**src/logic/mwp_pkg.sv**
```systemverilog
/*
  Package for the memory write-protect configuration block: register
  offsets, field positions, unprogrammed values, area bounds and carriers.
  Assumes a byte-wide configuration port and 22-bit byte addresses.
*/
//
// Contract
// Bits 3..0 of the low protect byte guard program blocks 0..3, a 1 leaving the block writable.
// With a block's guard at 0, every write or erase aimed inside that block is refused.
// Bit 7 of the high protect byte guards the data EEPROM, a 0 blocking every EEPROM write.
// Bits 7..4 of the low byte and bits 4..0 of the high byte always read zero.
// Guards read 1 when unprogrammed and keep their programmed value through any reset.
// The block guards sit in the byte at 30000Ah, readable and programmable.
// The byte at 30000Bh holds the EEPROM, boot area and configuration space guards, each 1 unprogrammed.
// The configuration space guard changes only in external programming mode, never from user code.
`default_nettype none

package mwp_pkg;

  // ----------------------------------------------------------------------
  // Widths and register map
  // ----------------------------------------------------------------------
  localparam int          ADDR_W         = 22;
  localparam int          DATA_W         = 8;
  localparam int          BLOCK_CNT      = 4;
  localparam logic [21:0] PROT_LOW_OFS   = 22'h30000A;
  localparam logic [21:0] PROT_HIGH_OFS  = 22'h30000B;

  // ----------------------------------------------------------------------
  // Field positions, read-zero value and unprogrammed values
  // ----------------------------------------------------------------------
  localparam int          BLOCK_LSB      = 0;
  localparam int          EEPROM_BIT     = 7;
  localparam int          BOOT_BIT       = 6;
  localparam int          CFG_BIT        = 5;
  localparam logic        UNPROG_VAL     = 1'b1;
  localparam logic [7:0]  RD_ZERO        = 8'h00;

  // ----------------------------------------------------------------------
  // Protected areas
  // ----------------------------------------------------------------------
  localparam logic [21:0] BOOT_LO        = 22'h000000;
  localparam logic [21:0] BOOT_HI        = 22'h0001FF;
  localparam logic [21:0] BLK0_LO        = 22'h000200;
  localparam logic [21:0] BLK_SIZE       = 22'h002000;
  localparam logic [21:0] CFG_LO         = 22'h300000;
  localparam logic [21:0] CFG_HI         = 22'h3000FF;

  // ----------------------------------------------------------------------
  // Carriers
  // ----------------------------------------------------------------------
  typedef struct packed {
    logic                 eeprom_write_guard;
    logic                 boot_area_write_guard;
    logic                 config_space_write_guard;
    logic [BLOCK_CNT-1:0] block_write_guard;
  } mwp_guard_t;

  typedef struct packed {
    logic              valid;
    logic              eeprom;
    logic [ADDR_W-1:0] addr;
  } mwp_wreq_t;

endpackage : mwp_pkg

`default_nettype wire

```
**src/logic/mwp_area_check.sv**
```systemverilog
/*
  Area check: decides whether one write or erase request may proceed.
  Assumes the guard bits are stable while the request is looked at.
*/
`timescale 1ns/100ps
`default_nettype none

module mwp_area_check (
  input  wire mwp_pkg::mwp_wreq_t  req_i,
  input  wire mwp_pkg::mwp_guard_t guard_i,
  output var  logic                allow_o
);
  import mwp_pkg::*;

  // ----------------------------------------------------------------------
  // Block hits
  // ----------------------------------------------------------------------
  wire [BLOCK_CNT-1:0] blk_hit;
  wire [BLOCK_CNT-1:0] blk_locked;

  genvar n;
  generate
    for (n = 0; n < BLOCK_CNT; n++) begin : g_blk
      localparam logic [21:0] LO = (n == 0) ? BLK0_LO : BLK_SIZE * 22'(n);
      localparam logic [21:0] HI = BLK_SIZE * 22'(n) + BLK_SIZE - 22'h000001;
      assign blk_hit[n]    = (req_i.addr >= LO) && (req_i.addr <= HI);
      assign blk_locked[n] = blk_hit[n] && !guard_i.block_write_guard[n];
    end
  endgenerate

  // ----------------------------------------------------------------------
  // Other areas
  // ----------------------------------------------------------------------
  wire boot_hit = (req_i.addr >= BOOT_LO) && (req_i.addr <= BOOT_HI);
  wire cfg_hit  = (req_i.addr >= CFG_LO) && (req_i.addr <= CFG_HI);

  // EEPROM has its own address space, so the address is ignored there
  wire ee_locked   = !guard_i.eeprom_write_guard;
  wire prog_locked = (|blk_locked)
                   || (boot_hit && !guard_i.boot_area_write_guard)
                   || (cfg_hit && !guard_i.config_space_write_guard);

  assign allow_o = req_i.eeprom ? !ee_locked : !prog_locked;

endmodule : mwp_area_check

`default_nettype wire

```
**src/logic/mwp_top.sv**
```systemverilog
/*
  Memory write-protect configuration: two nonvolatile protect bytes, a
  byte-wide configuration port and a grant/deny answer for write sequencers.
  Assumes strobes are one cycle, synchronous, and never both high at once.
*/
`timescale 1ns/100ps
`default_nettype none

module mwp_top (
  input  wire logic                      clock_i,
  input  wire logic                      arst_n_i,
  input  wire logic [mwp_pkg::ADDR_W-1:0] addr_i,
  input  wire logic [mwp_pkg::DATA_W-1:0] wdata_i,
  input  wire logic                      wr_i,
  input  wire logic                      rd_i,
  output var  logic [mwp_pkg::DATA_W-1:0] rdata_o,
  output var  logic                      wr_refused_o,
  input  wire logic                      prog_mode_i,
  input  wire logic                      bulk_erase_i,
  input  wire mwp_pkg::mwp_wreq_t         wreq_i,
  output var  logic                      grant_o,
  output var  logic                      deny_o,
  output var  mwp_pkg::mwp_guard_t        guard_o
);
  import mwp_pkg::*;

  // ----------------------------------------------------------------------
  // Nonvolatile guard cells
  // ----------------------------------------------------------------------
  // Cells have no reset on purpose: they model stored bits, which a
  // device reset must leave alone. Power-up shows the erased pattern.
  mwp_guard_t nv_reg = '{UNPROG_VAL, UNPROG_VAL, UNPROG_VAL, {BLOCK_CNT{UNPROG_VAL}}};
  mwp_guard_t nv_next;

  // ----------------------------------------------------------------------
  // Port decode
  // ----------------------------------------------------------------------
  wire low_sel   = (addr_i == PROT_LOW_OFS);
  wire high_sel  = (addr_i == PROT_HIGH_OFS);
  wire cfg_open  = nv_reg.config_space_write_guard;
  wire erase_go  = prog_mode_i && bulk_erase_i;
  // Config bytes live in config space, so its own guard locks them too
  wire wr_low    = wr_i && low_sel && cfg_open;
  wire wr_high   = wr_i && high_sel && cfg_open;
  wire wr_refuse = wr_i && (low_sel || high_sel) && !cfg_open && !erase_go;

  wire [DATA_W-1:0] low_view  = {4'h0, nv_reg.block_write_guard};
  wire [DATA_W-1:0] high_view = {nv_reg.eeprom_write_guard,
                                 nv_reg.boot_area_write_guard,
                                 nv_reg.config_space_write_guard,
                                 5'h00};
  wire [DATA_W-1:0] rd_mux    = !rd_i     ? RD_ZERO :
                                low_sel   ? low_view :
                                high_sel  ? high_view : RD_ZERO;

  // ----------------------------------------------------------------------
  // Next guard value
  // ----------------------------------------------------------------------
  always_comb begin
    nv_next = nv_reg;
    if (erase_go) begin
      nv_next = '{UNPROG_VAL, UNPROG_VAL, UNPROG_VAL, {BLOCK_CNT{UNPROG_VAL}}};
    end else if (wr_low) begin
      nv_next.block_write_guard = wdata_i[BLOCK_LSB +: BLOCK_CNT];
    end else if (wr_high) begin
      nv_next.eeprom_write_guard    = wdata_i[EEPROM_BIT];
      nv_next.boot_area_write_guard = wdata_i[BOOT_BIT];
      if (prog_mode_i) begin
        nv_next.config_space_write_guard = wdata_i[CFG_BIT];
      end
    end
  end

  always_ff @(posedge clock_i) begin
    nv_reg <= nv_next;
  end

  // ----------------------------------------------------------------------
  // Request check
  // ----------------------------------------------------------------------
  logic allow;

  mwp_area_check u_check (
    .req_i   (wreq_i),
    .guard_i (nv_reg),
    .allow_o (allow)
  );

  // ----------------------------------------------------------------------
  // Registered outputs
  // ----------------------------------------------------------------------
  logic [DATA_W-1:0] rdata_reg;
  logic              refused_reg;
  logic              grant_reg;
  logic              deny_reg;

  always_ff @(posedge clock_i or negedge arst_n_i) begin
    if (!arst_n_i) begin
      rdata_reg   <= RD_ZERO;
      refused_reg <= 1'b0;
      grant_reg   <= 1'b0;
      deny_reg    <= 1'b0;
    end else begin
      rdata_reg   <= rd_mux;
      refused_reg <= wr_refuse;
      grant_reg   <= wreq_i.valid && allow;
      deny_reg    <= wreq_i.valid && !allow;
    end
  end

  assign rdata_o      = rdata_reg;
  assign wr_refused_o = refused_reg;
  assign grant_o      = grant_reg;
  assign deny_o       = deny_reg;
  assign guard_o      = nv_reg;

endmodule : mwp_top

`default_nettype wire

```
**config.mk**
```make
export PLATFORM = sky130hd
export DESIGN_NAME = mwp_top
export DESIGN_NICKNAME = d
export VERILOG_FILES = /design/src/logic/mwp_pkg.sv /design/src/logic/mwp_area_check.sv /design/src/logic/mwp_top.sv
export SDC_FILE = /design/constraint.sdc
export NUM_CORES = 1
export LEC_CHECK = 0
export ABC_AREA = 1
export BUFFER_PORTS_ARGS = -buffer_cell sky130_fd_sc_hd__buf_2
export CAP_MARGIN = 0
export CORE_ASPECT_RATIO = 0.6
export CORE_MARGIN = 2
export CORE_UTILIZATION = 40
export DETAILED_ROUTE_END_ITERATION = 12
export PLACE_DENSITY_LB_ADDON = 0.15
export RECOVER_POWER = 25
export SYNTH_ARGS = -nofsm -noshare
export SYNTH_HDL_FRONTEND = slang
export SYNTH_HIERARCHICAL = 1
export SYNTH_SLANG_ARGS = --single-unit
```
**constraint.sdc**
```tcl
create_clock -name clock_i -period 1.3 [get_ports clock_i]
set_input_delay 0.195 -clock clock_i [delete_from_list [all_inputs] [get_ports clock_i]]
set_output_delay 0.195 -clock clock_i [all_outputs]
set_load 0.02 [all_outputs]
```
---- Word level (Yosys, flattened, before mapping) ----
Index checks and enable logic that the tools add are counted.
word-level totals
  latch bits .............................. 0
  memories ................................ 0
  input bits .............................. 60
  RAM bits ................................ 0
  register bits after elaboration ......... 18
  bits in read-only memories .............. 0
operators by class
  equality and inequality tests ........... 2
  mux-type cells .......................... 4
  $add $sub $neg .......................... 0
  bitwise operators ....................... 1
  multipliers ............................. 0
  divide/modulo/power cells ............... 0
  $lt $le $gt $ge ......................... 12
  shift-type cells ........................ 0
  reduce and logical (&&, ||, !) cells .... 37
operator list
  cell                                                                                    number
  22-bit == test (second input constant)                                                  2
  22-bit by 15-bit greater-or-equal comparator with 1-bit output (second input constant)  2
  22-bit by 15-bit <= comparator with 1-bit output (second input constant)                2
  8-bit two-way mux                                                                       3
  22-bit by 1-bit greater-or-equal comparator with 1-bit output (second input constant)   1
  22-bit by 10-bit greater-or-equal comparator with 1-bit output (second input constant)  1
  22-bit by 14-bit greater-or-equal comparator with 1-bit output (second input constant)  1
  22-bit greater-or-equal comparator (second input constant)                              1
  22-bit by 13-bit <= comparator with 1-bit output (second input constant)                1
  22-bit by 14-bit <= comparator with 1-bit output (second input constant)                1
  22-bit <= comparator (second input constant)                                            1
  22-bit by 9-bit <= comparator with 1-bit output (second input constant)                 1
  1-bit logical AND                                                                       22
  1-bit zero test                                                                         9
  4-bit OR reduction                                                                      1
  1-bit logical OR                                                                        3
  3-bit AND reduction                                                                     1
  2-bit AND reduction                                                                     1
  1-bit two-way mux                                                                       1
  1-bit NOT                                                                               1

---- Logic depth before layout (Yosys ltp) ----
Gate-level depths: netlist of run 1.
  word-level depth ........................ 10
  depth in mapped cells ................... 10
  mapped depth without buffers ............ 10

---- Hierarchy ----
The synthesis of run 1 kept the hierarchy.
modules (own cells, without submodules)
  module          area each (µm²)  times used  seq. area each (µm²)  cells an instance
  mwp_top         874.6            1           390.4                 115
  mwp_area_check  202.7            1           0.0                   45

---- Worst setup path after synthesis of run 1 ----
OpenSTA, ideal clock, no wires.
  path type ............................... input to register
  from .................................... input port addr_i[7] (netlist bit)
  to ...................................... register nv_reg, in the netlist cfg_open
  stages .................................. 8
  slack ................................... 0.241 ns
  data arrival time ....................... 0.934 ns
  path through ............................ nor2_2 nand2_2 nor2_4 nand3_4 nand2_2 nor2_1 nand3_1 nand3_1
between the ends
  longest elaborated chain between the ends .. 5
  elaborated cells between the ends (all ways) .. 8
ends and longest elaborated chain
  item                               RTL line       text
  start: declaration                 mwp_top.sv:12  input wire logic [mwp_pkg::ADDR_W-1:0] addr_i,
  22-bit == test                     mwp_top.sv:38  wire low_sel = (addr_i == PROT_LOW_OFS);
  1-bit logical AND (2 in series)    mwp_top.sv:43  wire wr_low = wr_i && low_sel && cfg_open;
  1-bit NOT (no line)                n/a
  3-bit AND reduction (no line) (*)  n/a
  end signal: assignment             mwp_top.sv:75  nv_reg <= nv_next;
  end: declaration                   mwp_top.sv:32  mwp_guard_t nv_reg = '{UNPROG_VAL, UNPROG_VAL, UNPROG_VAL, {BLOCK_CNT{UNPROG_VAL}}};
Mark *: on every way between the ends. The rest lies on a longest branch, timed or not.
A chain may end at the register's enable or synchronous reset.

---- Worst setup path after layout of run 1 ----
  from .................................... register nv_reg, in the netlist cfg_open
  to ...................................... register grant_reg, in the netlist grant_o
between the ends
  longest elaborated chain between the ends .. 6
ends and longest elaborated chain
  item                    RTL line              text
  1-bit zero test         mwp_area_check.sv:41  || (cfg_hit && !guard_i.config_space_write_guard);
  1-bit logical AND       mwp_area_check.sv:41
  1-bit logical OR        mwp_area_check.sv:41
  1-bit zero test         mwp_area_check.sv:43  assign allow_o = req_i.eeprom ? !ee_locked : !prog_locked;
  1-bit two-way mux       mwp_area_check.sv:43
  via allow               mwp_top.sv:81         logic allow;
  1-bit logical AND       mwp_top.sv:106        grant_reg <= wreq_i.valid && allow;
  end signal: assignment  mwp_top.sv:106
  end: declaration        mwp_top.sv:94         logic grant_reg;
The timed path passes the listed nets, and every way through them passes these cells.

==> metrics.yaml, run 1 <==
status:
  status: "completed"
synth:
  yosysWarningCount: 6
  yosys.cell_types.count: 21
  synth-edff-count: 0
  syn_inst: 160
  avgSynthCellArea_um2: 6.733
  ys_async_sr_fraction_pct: 58.82
  synth_area_leaders: "dfrtp_1, nand2_1, dfxtp_1"
  syn_nets: 220
  syn_area_um2: 1077
  ys_seq_area_share_pct: 36.24
  yosys_most_used_dff: "dfrtp_1"
  synth_top_cell_by_area: "dfrtp_1"
  synth_top_area_share_pct: 23.23
  ys_seq_elements: 17
sta:
  rsz0062_at_grt: "false"
  clock_skew_ps: 6.089
  hold_violations: 0
  fin_crit_ps: 1172
  fmax_mhz: 853.6
  finalMaxSlewViolations: 0
  min_period_over_period_pct: 90.12
  whs_ps: 137.5
  final-setup-viol-count: 0
cts:
  cts_max_path_buffers: 2
  cts_tree: "done"
  cts_resized: 0
  htree_levels: 1
  cts.sinks: 17
  cts.reportedPaths.clkPinSlew_ps: 70
  cts_hold_buffers: 1
  cts_made_buffers: 3
  postCtsSetupBuffers: 0
  cts-root-buf: "clkbuf_8"
  clk_latency_ps: 250
finish:
  layout_common_cells: "buf_2, nand2_1, nor2_1"
  final.fill_count: 250
  n_antenna_cell: 0
  area_growth_pct: 39.26
  multiInputGateArea_um2: 596.8
  postLayoutCoreUtil_pct: 59.47
  final_common_cell: "buf_2"
  fin_area_um2: 1500
  nets: 292
  drive_gt1_share_pct: 40.69
  seq_area_um2: 390.4
  final_cells: 263
floorplan:
  start_util_pct: 42.71
  dieArea_um2: 3138
  die_h_um: 44.20
  num_rows: 14
  io_pins: 78
  core_area_um2: 2522
  die_x_um: 71.00
drt:
  first_pass_iters: 4
  wl_per_cell_um: 10.94
  vias: 1224
  via_per_inst: 4.654
  drcViolationCount: 0
  drtIter0Drc: 55
  wirelength_um: 2876
  postRouteAntennaNets: 0
setup_path:
  cpLargestDelayFamily: "simple AND/OR/NAND/NOR gates"
  required_ps: 1450
  crit_arrival_ps: 1320
  worstSetupStartpointType: "flop"
  critical_path.max_stage_delay_ps: 390
  startpoint: "cfg_open"
  path_class: "flop to flop"
  path_cells: "nor3_1, nand2_1, nand2_1, nor2_1, nand2_1, nand2_1, nand2_1, inv_1"
  reg2reg_from: "cfg_open"
  critPathSlowestCell: "dfxtp_1"
  crit_buf_inv: 1
  reg2reg_setup_slack_ps: 130
  crit_top_cell: "nand2_1"
  crit_fanout: 7
  worstSetupEndpointType: "flop"
power:
  ir_worst_vdd_v: 0.0003796
  power_mw: 1.094
  leakage_nw: 0.8594
  cellPowerDensity_nw_per_um2: 729.1
flow_run:
  max-cap-violations: 0
grt:
  grt_antenna_before_repair: 0
  overflow: 0
  grt_pass1_vias: 1161
  grt_use_total_pct: 19.25
  grt_first_pass_wirelength_um: 4685
  grt_max_degree: 11
place:
  place.gp.congestion: 0.7752
  dp.cells: 258
  hpwl_um: 2466
  dpl_cell_area_um2: 1445
  port_buffers: 67
worst_hold_path:
  worstHoldStart: "wdata_i[1]"
  min_path_type: "input pin to flop"
==> sequential cells by signal, summed over array words and instances, names as in the netlist <==
signal,cells
cfg_open,1
deny_o,1
grant_o,1
guard_o,6
rdata_o,7
wr_refused_o,1
==> cells in the mapped netlist (2+ instances only) <==
| library cell | instances |
|---|---|
| buf_4 | 2 |
| dfrtp_1 | 10 |
| nand3_1 | 14 |
| nand4_1 | 3 |
| nand2_2 | 4 |
| inv_1 | 19 |
| nand3_2 | 2 |
| nand2_1 | 47 |
| dfxtp_1 | 7 |
| nor2_4 | 2 |
| nor2_1 | 30 |
| nor2_2 | 11 |
==> worst reg2reg max path: cells and delay by family, from the launching register on <==
family / cells / cell delay [ps]
AND/OR/NAND/NOR: 7 / 650
flip-flops: 1 / 390
buffers and inverters: 1 / 30
==> report_power, final <==
group | switching (mW) | total (mW) | internal [mW]
logic | 0.0920 | 0.171 | 0.0786
registers | 0.000750 | 0.530 | 0.529
clock network | 0.181 | 0.393 | 0.213
total | 0.273 | 1.09 | 0.820
==> area by class of cell <==
| class | instances | share of cell area, % |
|---|---|---|
| Inverter | 20 | 5.004 |
| Clock buffer | 3 | 2.752 |
| Timing Repair Buffer | 69 | 23.44 |
| Tap cell | 32 | 2.669 |
| Sequential cell | 17 | 26.02 |
| Clock inverter | 1 | 0.3336 |
| Multi-Input combinational cell | 121 | 39.78 |
==> per-stage QoR <==
stage	TNS (ps)	setup WS (ps)
floorplan	0	241.4
CTS	0	135.6
finish	0	128.5
global placement	0	18.82
detailed placement	-73.19	-21.90
global route	0	65.84
==> routing by layer <==
metal	GRT usage, %	part of all wire (%)	wire length [µm]	vias to the layer above
met5	0	0	0	-
met3	5.239	7.7	222	7
li1	-	-	-	633
met4	4.528	1.3	36	0
met2	35.33	47	1352	46
met1	23.02	44	1265	538
==> cells by family (layout without fill, tap and decap cells) <==
logic type             after synthesis  after routing  share of synthesized area [%]
AO/OA/AOI/OAI                        1              1                         0.6971
buffers and inverters               22             93                          8.362
flip-flops                          17             17                          36.24
other                                1              1                         0.3481
AND/OR/NAND/NOR                    119            119                          54.36
==> path summary, 6_finish.rpt <==
| path | end | depth (start not counted) |
|---|---|---|
| hold reg to reg | rdata_o[7] | 2 |
| setup reg to reg | grant_o | 8 |
| setup / recovery | grant_o | 8 |
| max in group asynchronous | grant_o | 2 |
| min in group asynchronous | wr_refused_o | 2 |
| hold / removal | guard_o[1] | 3 |
Power figures use the tool's default switching activity.
==> inputs of run 2 (changes only) <==
--- a/config.mk
+++ b/config.mk
@@ -11,8 +11,9 @@
 export CORE_ASPECT_RATIO = 0.6
 export CORE_MARGIN = 2
 export CORE_UTILIZATION = 40
+export CTS_CLUSTER_SIZE = 25
 export DETAILED_ROUTE_END_ITERATION = 12
-export PLACE_DENSITY_LB_ADDON = 0.15
+export PLACE_DENSITY = 0.79
 export RECOVER_POWER = 25
 export SYNTH_ARGS = -nofsm -noshare
 export SYNTH_HDL_FRONTEND = slang
==> constraint.sdc (replaced) <==
create_clock -name clock_i -period 1.3 [get_ports clock_i]
set_input_delay 0.13 -clock clock_i [delete_from_list [all_inputs] [get_ports clock_i]]
set_output_delay 0.13 -clock clock_i [all_outputs]
set_load 0.02 [all_outputs]
==> metrics.yaml, run 2 (same netlist as run 1, synthesis figures left out) <==
cts:
  cts_made_buffers: 3
  cts_tree: "done"
  postCtsSetupBuffers: 0
  cts.reportedPaths.clkPinSlew_ps: 60
  cts.sinks: 17
  htree_levels: 1
  clk_latency_ps: 250
  cts-root-buf: "clkbuf_8"
  cts_max_path_buffers: 2
grt:
  overflow: 0
  grt_first_pass_wirelength_um: 4402
  grt_antenna_before_repair: 0
  grt_use_total_pct: 17.82
  grt_max_degree: 11
  grt_pass1_vias: 1009
drt:
  drtIter0Drc: 36
  first_pass_iters: 4
  wl_per_cell_um: 9.175
  via_per_inst: 4.380
  vias: 1152
  wirelength_um: 2413
  drcViolationCount: 0
  postRouteAntennaNets: 0
sta:
  fin_crit_ps: 1104
  whs_ps: 75.28
  hold_violations: 0
  finalMaxSlewViolations: 0
  tightest_slew_ps: 502.2
  clock_skew_ps: 1.098
  max-slew-margin-rel_pct: 66.52
  rsz0062_at_grt: "false"
  finalSetupTns_ps: 0
  min_period_over_period_pct: 84.91
  final-setup-viol-count: 0
  fmax_mhz: 905.9
finish:
  largest_reg_flops: 7
  area_growth_pct: 39.49
  layout_common_cells: "buf_2, nand2_1, nor2_1"
  fin_area_um2: 1503
  final_common_cell: "buf_2"
  drive_gt1_share_pct: 40.69
  nets: 292
  n_antenna_cell: 0
  final_cells: 263
worst_hold_path:
  min_path_type: "input pin to flop"
place:
  hpwl_um: 2140
  dp.cells: 258
  place.gp.congestion: 0.7936
  port_buffers: 67
  dpl_cell_area_um2: 1445
setup_path:
  critical_path.max_stage_delay_ps: 490
  cpLargestDelayFamily: "simple AND/OR/NAND/NOR gates"
  crit_fanout: 7
  required_ps: 1490
  critPathSlowestCell: "dfxtp_1"
  crit_buf_inv: 1
  path_class: "flop to flop"
  worstSetupEndpointType: "flop"
  worstSetupStartpointType: "flop"
  crit_top_cell: "nand2_1"
  crit_arrival_ps: 1300
  path_cells: "nor3_2, nand2_1, nand2_1, nor2_1, nand2_1, nand2_1, nand2_1, inv_1"
power:
  leakage_nw: 0.8596
  ir_worst_vdd_v: 0.0003548
  power_mw: 1.074
  cellPowerDensity_nw_per_um2: 714.5
status:
  status: "completed"
flow_run:
  max-cap-violations: 0
floorplan:
  die_x_um: 71.00
  core_area_um2: 2522
  die_h_um: 44.20
  start_util_pct: 42.71
  num_rows: 14
  dieArea_um2: 3138
  io_pins: 78
-- run 2: cell count changes in the layout (fill, tap and decap cells not counted) --
cell    previous run  this run
nor2_1            30        31
nor2_2            11        10
nor3_1             1         0
nor3_2             0         1
-- run 2: what timing repair did --
action                                  in CTS  in global routing
endpoints found under the setup margin       0                  1
hold buffers                                 1                  0
resized for setup                            0                  1
endpoints found under the hold margin       10                  0
-- run 2: worst paths after layout --
kind	from	end	slack (ps)	cells past startpoint
worst max-delay path	cfg_open	grant_o	200	8
worst min-delay path	wdata_i[7]	guard_o[6]	80	3
worst max register to register	cfg_open	grant_o	200	8
worst min register to register	guard_o[1]	rdata_o[1]	480	2
max in group asynchronous	arst_n_i	rdata_o[1]	610	2
min in group asynchronous	arst_n_i	rdata_o[2]	360	2
-- run 2: tightest hold or removal path, stage by stage --
cell	delay (ps)
buf_2	70
nand2_1	40
nand3_1	50
-- run 2: metrics by stage --
stage	utilization, %	worst slack [ps]
after floorplan	-	306.4
after global placement	57.29	90.62
after detailed placement	57.29	74.52
after CTS	59.52	169.4
after global routing	59.57	43.42
final	59.57	196.2
-- run 2: final cells by class --
cell class / instances / area, µm²
clock buffers: 3 / 41.29
clock inverters: 1 / 5.005
fillers: 277 / 1020
inverters: 20 / 75.07
multi-input cells: 121 / 599.3
flip-flops and latches: 17 / 390.4
well taps: 32 / 40.04
repair buffers: 69 / 351.6
-- run 2: routing by layer --
layer / global-route usage [%] / vias to the layer above / part of all wire (%)
li1: - / 633 / -
met1: 26.03 / 484 / 51
met2: 26.17 / 33 / 42
met3: 5.695 / 2 / 7.0
met4: 3.396 / 0 / 0.41
met5: 0 / - / 0
-- run 2: where the power goes --
group	switching, mW	total [mW]	internal, mW	leakage [nW]
clock	0.164	0.376	0.212	0.0255
sequential	0.000724	0.530	0.529	0.194
combinational	0.0886	0.167	0.0786	0.640
==> inputs of run 3 (changes only) <==
--- a/config.mk
+++ b/config.mk
@@ -10,10 +10,10 @@
 export CAP_MARGIN = 0
 export CORE_ASPECT_RATIO = 0.6
 export CORE_MARGIN = 2
-export CORE_UTILIZATION = 40
+export CORE_UTILIZATION = 36
 export CTS_CLUSTER_SIZE = 25
 export DETAILED_ROUTE_END_ITERATION = 12
-export PLACE_DENSITY = 0.79
+export PLACE_DENSITY = 0.75
 export RECOVER_POWER = 25
 export SYNTH_ARGS = -nofsm -noshare
 export SYNTH_HDL_FRONTEND = slang
==> constraint.sdc (replaced) <==
create_clock -name clock_i -period 1 [get_ports clock_i]
set_input_delay 0.1 -clock clock_i [delete_from_list [all_inputs] [get_ports clock_i]]
set_output_delay 0.1 -clock clock_i [all_outputs]
set_load 0.02 [all_outputs]
==> metrics.yaml, run 3 (same netlist as run 1, synthesis figures left out) <==
power:
  ir_worst_vdd_v: 0.0005592
  power_mw: 1.428
  leakage_nw: 0.9229
  cellPowerDensity_nw_per_um2: 851.2
  p_comb_share_pct: 16.7
  power_switching_uw: 354.8
  intPower_mw: 1.073
  switching_share_pct: 24.84
  seq_power_share_pct: 48.0
  clockPowerShare_pct: 35.3
floorplan:
  die_h_um: 46.38
  start_util_pct: 37.76
  core_area_um2: 2853
  die_x_um: 74.62
  dieArea_um2: 3461
  num_rows: 15
  io_pins: 78
setup_path:
  cpLargestDelayFamily: "flip-flops"
  worstSetupEndpointType: "output pin"
  crit_buf_inv: 2
  critical_path.max_stage_delay_ps: 360
  crit_arrival_ps: 880
  worstSetupStartpointType: "flop"
  path_cells: "buf_4, buf_6"
  crit_fanout: 4
  required_ps: 900
  path_class: "flop to output pin"
  reg2reg_setup_slack_ps: 50
  critPathSlowestCell: "dfxtp_4"
sta:
  whs_ps: 43.61
  fin_crit_ps: 977.6
  fin_ws_ps: 22.40
  finalMaxSlewViolations: 0
  rsz0062_at_grt: "true"
  finalSetupTns_ps: 0
  final-setup-viol-count: 0
  hold_violations: 0
  min_period_over_period_pct: 97.76
  fmax_mhz: 1023
  clock_skew_ps: 4.588
cts:
  cts.reportedPaths.clkPinSlew_ps: 70
  cts_max_path_buffers: 2
  clk_latency_ps: 250
  htree_levels: 1
  cts-root-buf: "clkbuf_8"
  cts_tree: "done"
  cts.sinks: 17
  cts_made_buffers: 3
flow_run:
  max-cap-violations: 0
finish:
  nets: 305
  largest_reg_flops: 7
  final_common_cell: "buf_2"
  layout_common_cells: "buf_2, nand2_1, nor2_1"
  area_growth_pct: 55.75
  drive_gt1_share_pct: 47.54
  final_cells: 286
  n_antenna_cell: 0
place:
  dp.cells: 280
  place.gp.congestion: 0.8384
  hpwl_um: 2319
  port_buffers: 67
  place_ws_ps: -190.7
grt:
  grt_first_pass_wirelength_um: 4402
  overflow: 0
  grt_antenna_before_repair: 0
  grt_pass1_vias: 1022
  grt_use_total_pct: 17.26
  grt_max_degree: 11
drt:
  first_pass_iters: 4
  via_per_inst: 4.325
  wirelength_um: 2829
  vias: 1237
  drtIter0Drc: 57
  drcViolationCount: 0
  wl_per_cell_um: 9.892
  postRouteAntennaNets: 0
status:
  status: "completed"
worst_hold_path:
  min_path_type: "input pin to flop"
==> run 3: cell types whose count changed in the layout (fill, tap and decap cells not counted), moves of 2 or more <==
cell / previous run / this run
buf_2: 66 / 62
buf_4: 1 / 17
dfxtp_1: 7 / 5
inv_1: 19 / 17
inv_2: 0 / 2
nor2_1: 31 / 27
nor2_4: 2 / 6
==> run 3: path summary, 6_finish.rpt <==
check / start / end / cells after the start
setup / recovery: cfg_open / guard_o[4] / 2
hold / removal: wdata_i[7] / guard_o[6] / 3
setup reg to reg: cfg_open / deny_o / 7
min in group asynchronous: arst_n_i / deny_o / 2
hold reg to reg: guard_o[6] / rdata_o[7] / 2
max in group asynchronous: arst_n_i / rdata_o[2] / 2
==> run 3: power by group through the flow <==
stage | registers, mW | clock network (mW) | logic [mW]
finish | 0.686 | 0.504 | 0.238
global route | 0.686 | 0.538 | 0.270
CTS | 0.689 | 0.508 | 0.231
detailed placement | 0.702 | 0 | 0.225
global placement | 0.702 | 0 | 0.222
floorplan | 0.709 | 0 | 0.0817
==> run 3: worst register-to-register path: cells and delay by family, from the launching register on <==
kind	cells	cell delay [ps]
AND/OR/NAND/NOR	7	470
flip-flops	1	370
==> run 3: timing repair <==
action	4_1_cts	5_1_grt
cloned	0	0
endpoints found under the setup margin	5	13
resized for setup	4	17
pin swaps	0	6
hold buffers	1	0
endpoints found under the hold margin	10	0
buffers inserted	0	1
==> run 3: layer usage <==
layer  vias up  track usage [%]  share of wire, %
li1        661                -                 -
met1       525            25.00                50
met2        49            25.84                41
met3         2            4.814               8.1
met4         0            3.214              0.46
met5         -                0                 0
==> run 3: per-stage QoR <==
step / cell area (µm²) / utilization [%]
2_1_floorplan: 1077 / -
3_3_place_gp: 1548 / 54.25
3_5_place_dp: 1548 / 54.25
4_1_cts: 1615 / 56.62
5_1_grt: 1678 / 58.82
6_report: 1678 / 58.82
==> run 3: area by class of cell <==
cell class / instances / area (µm²)
clock buffer: 3 / 41.29
clock inverter: 1 / 5.005
fill: 283 / 1175
inverter: 20 / 75.07
multi-input combinational: 121 / 645.6
sequential: 17 / 395.4
tap: 42 / 52.55
timing repair buffer: 82 / 462.9
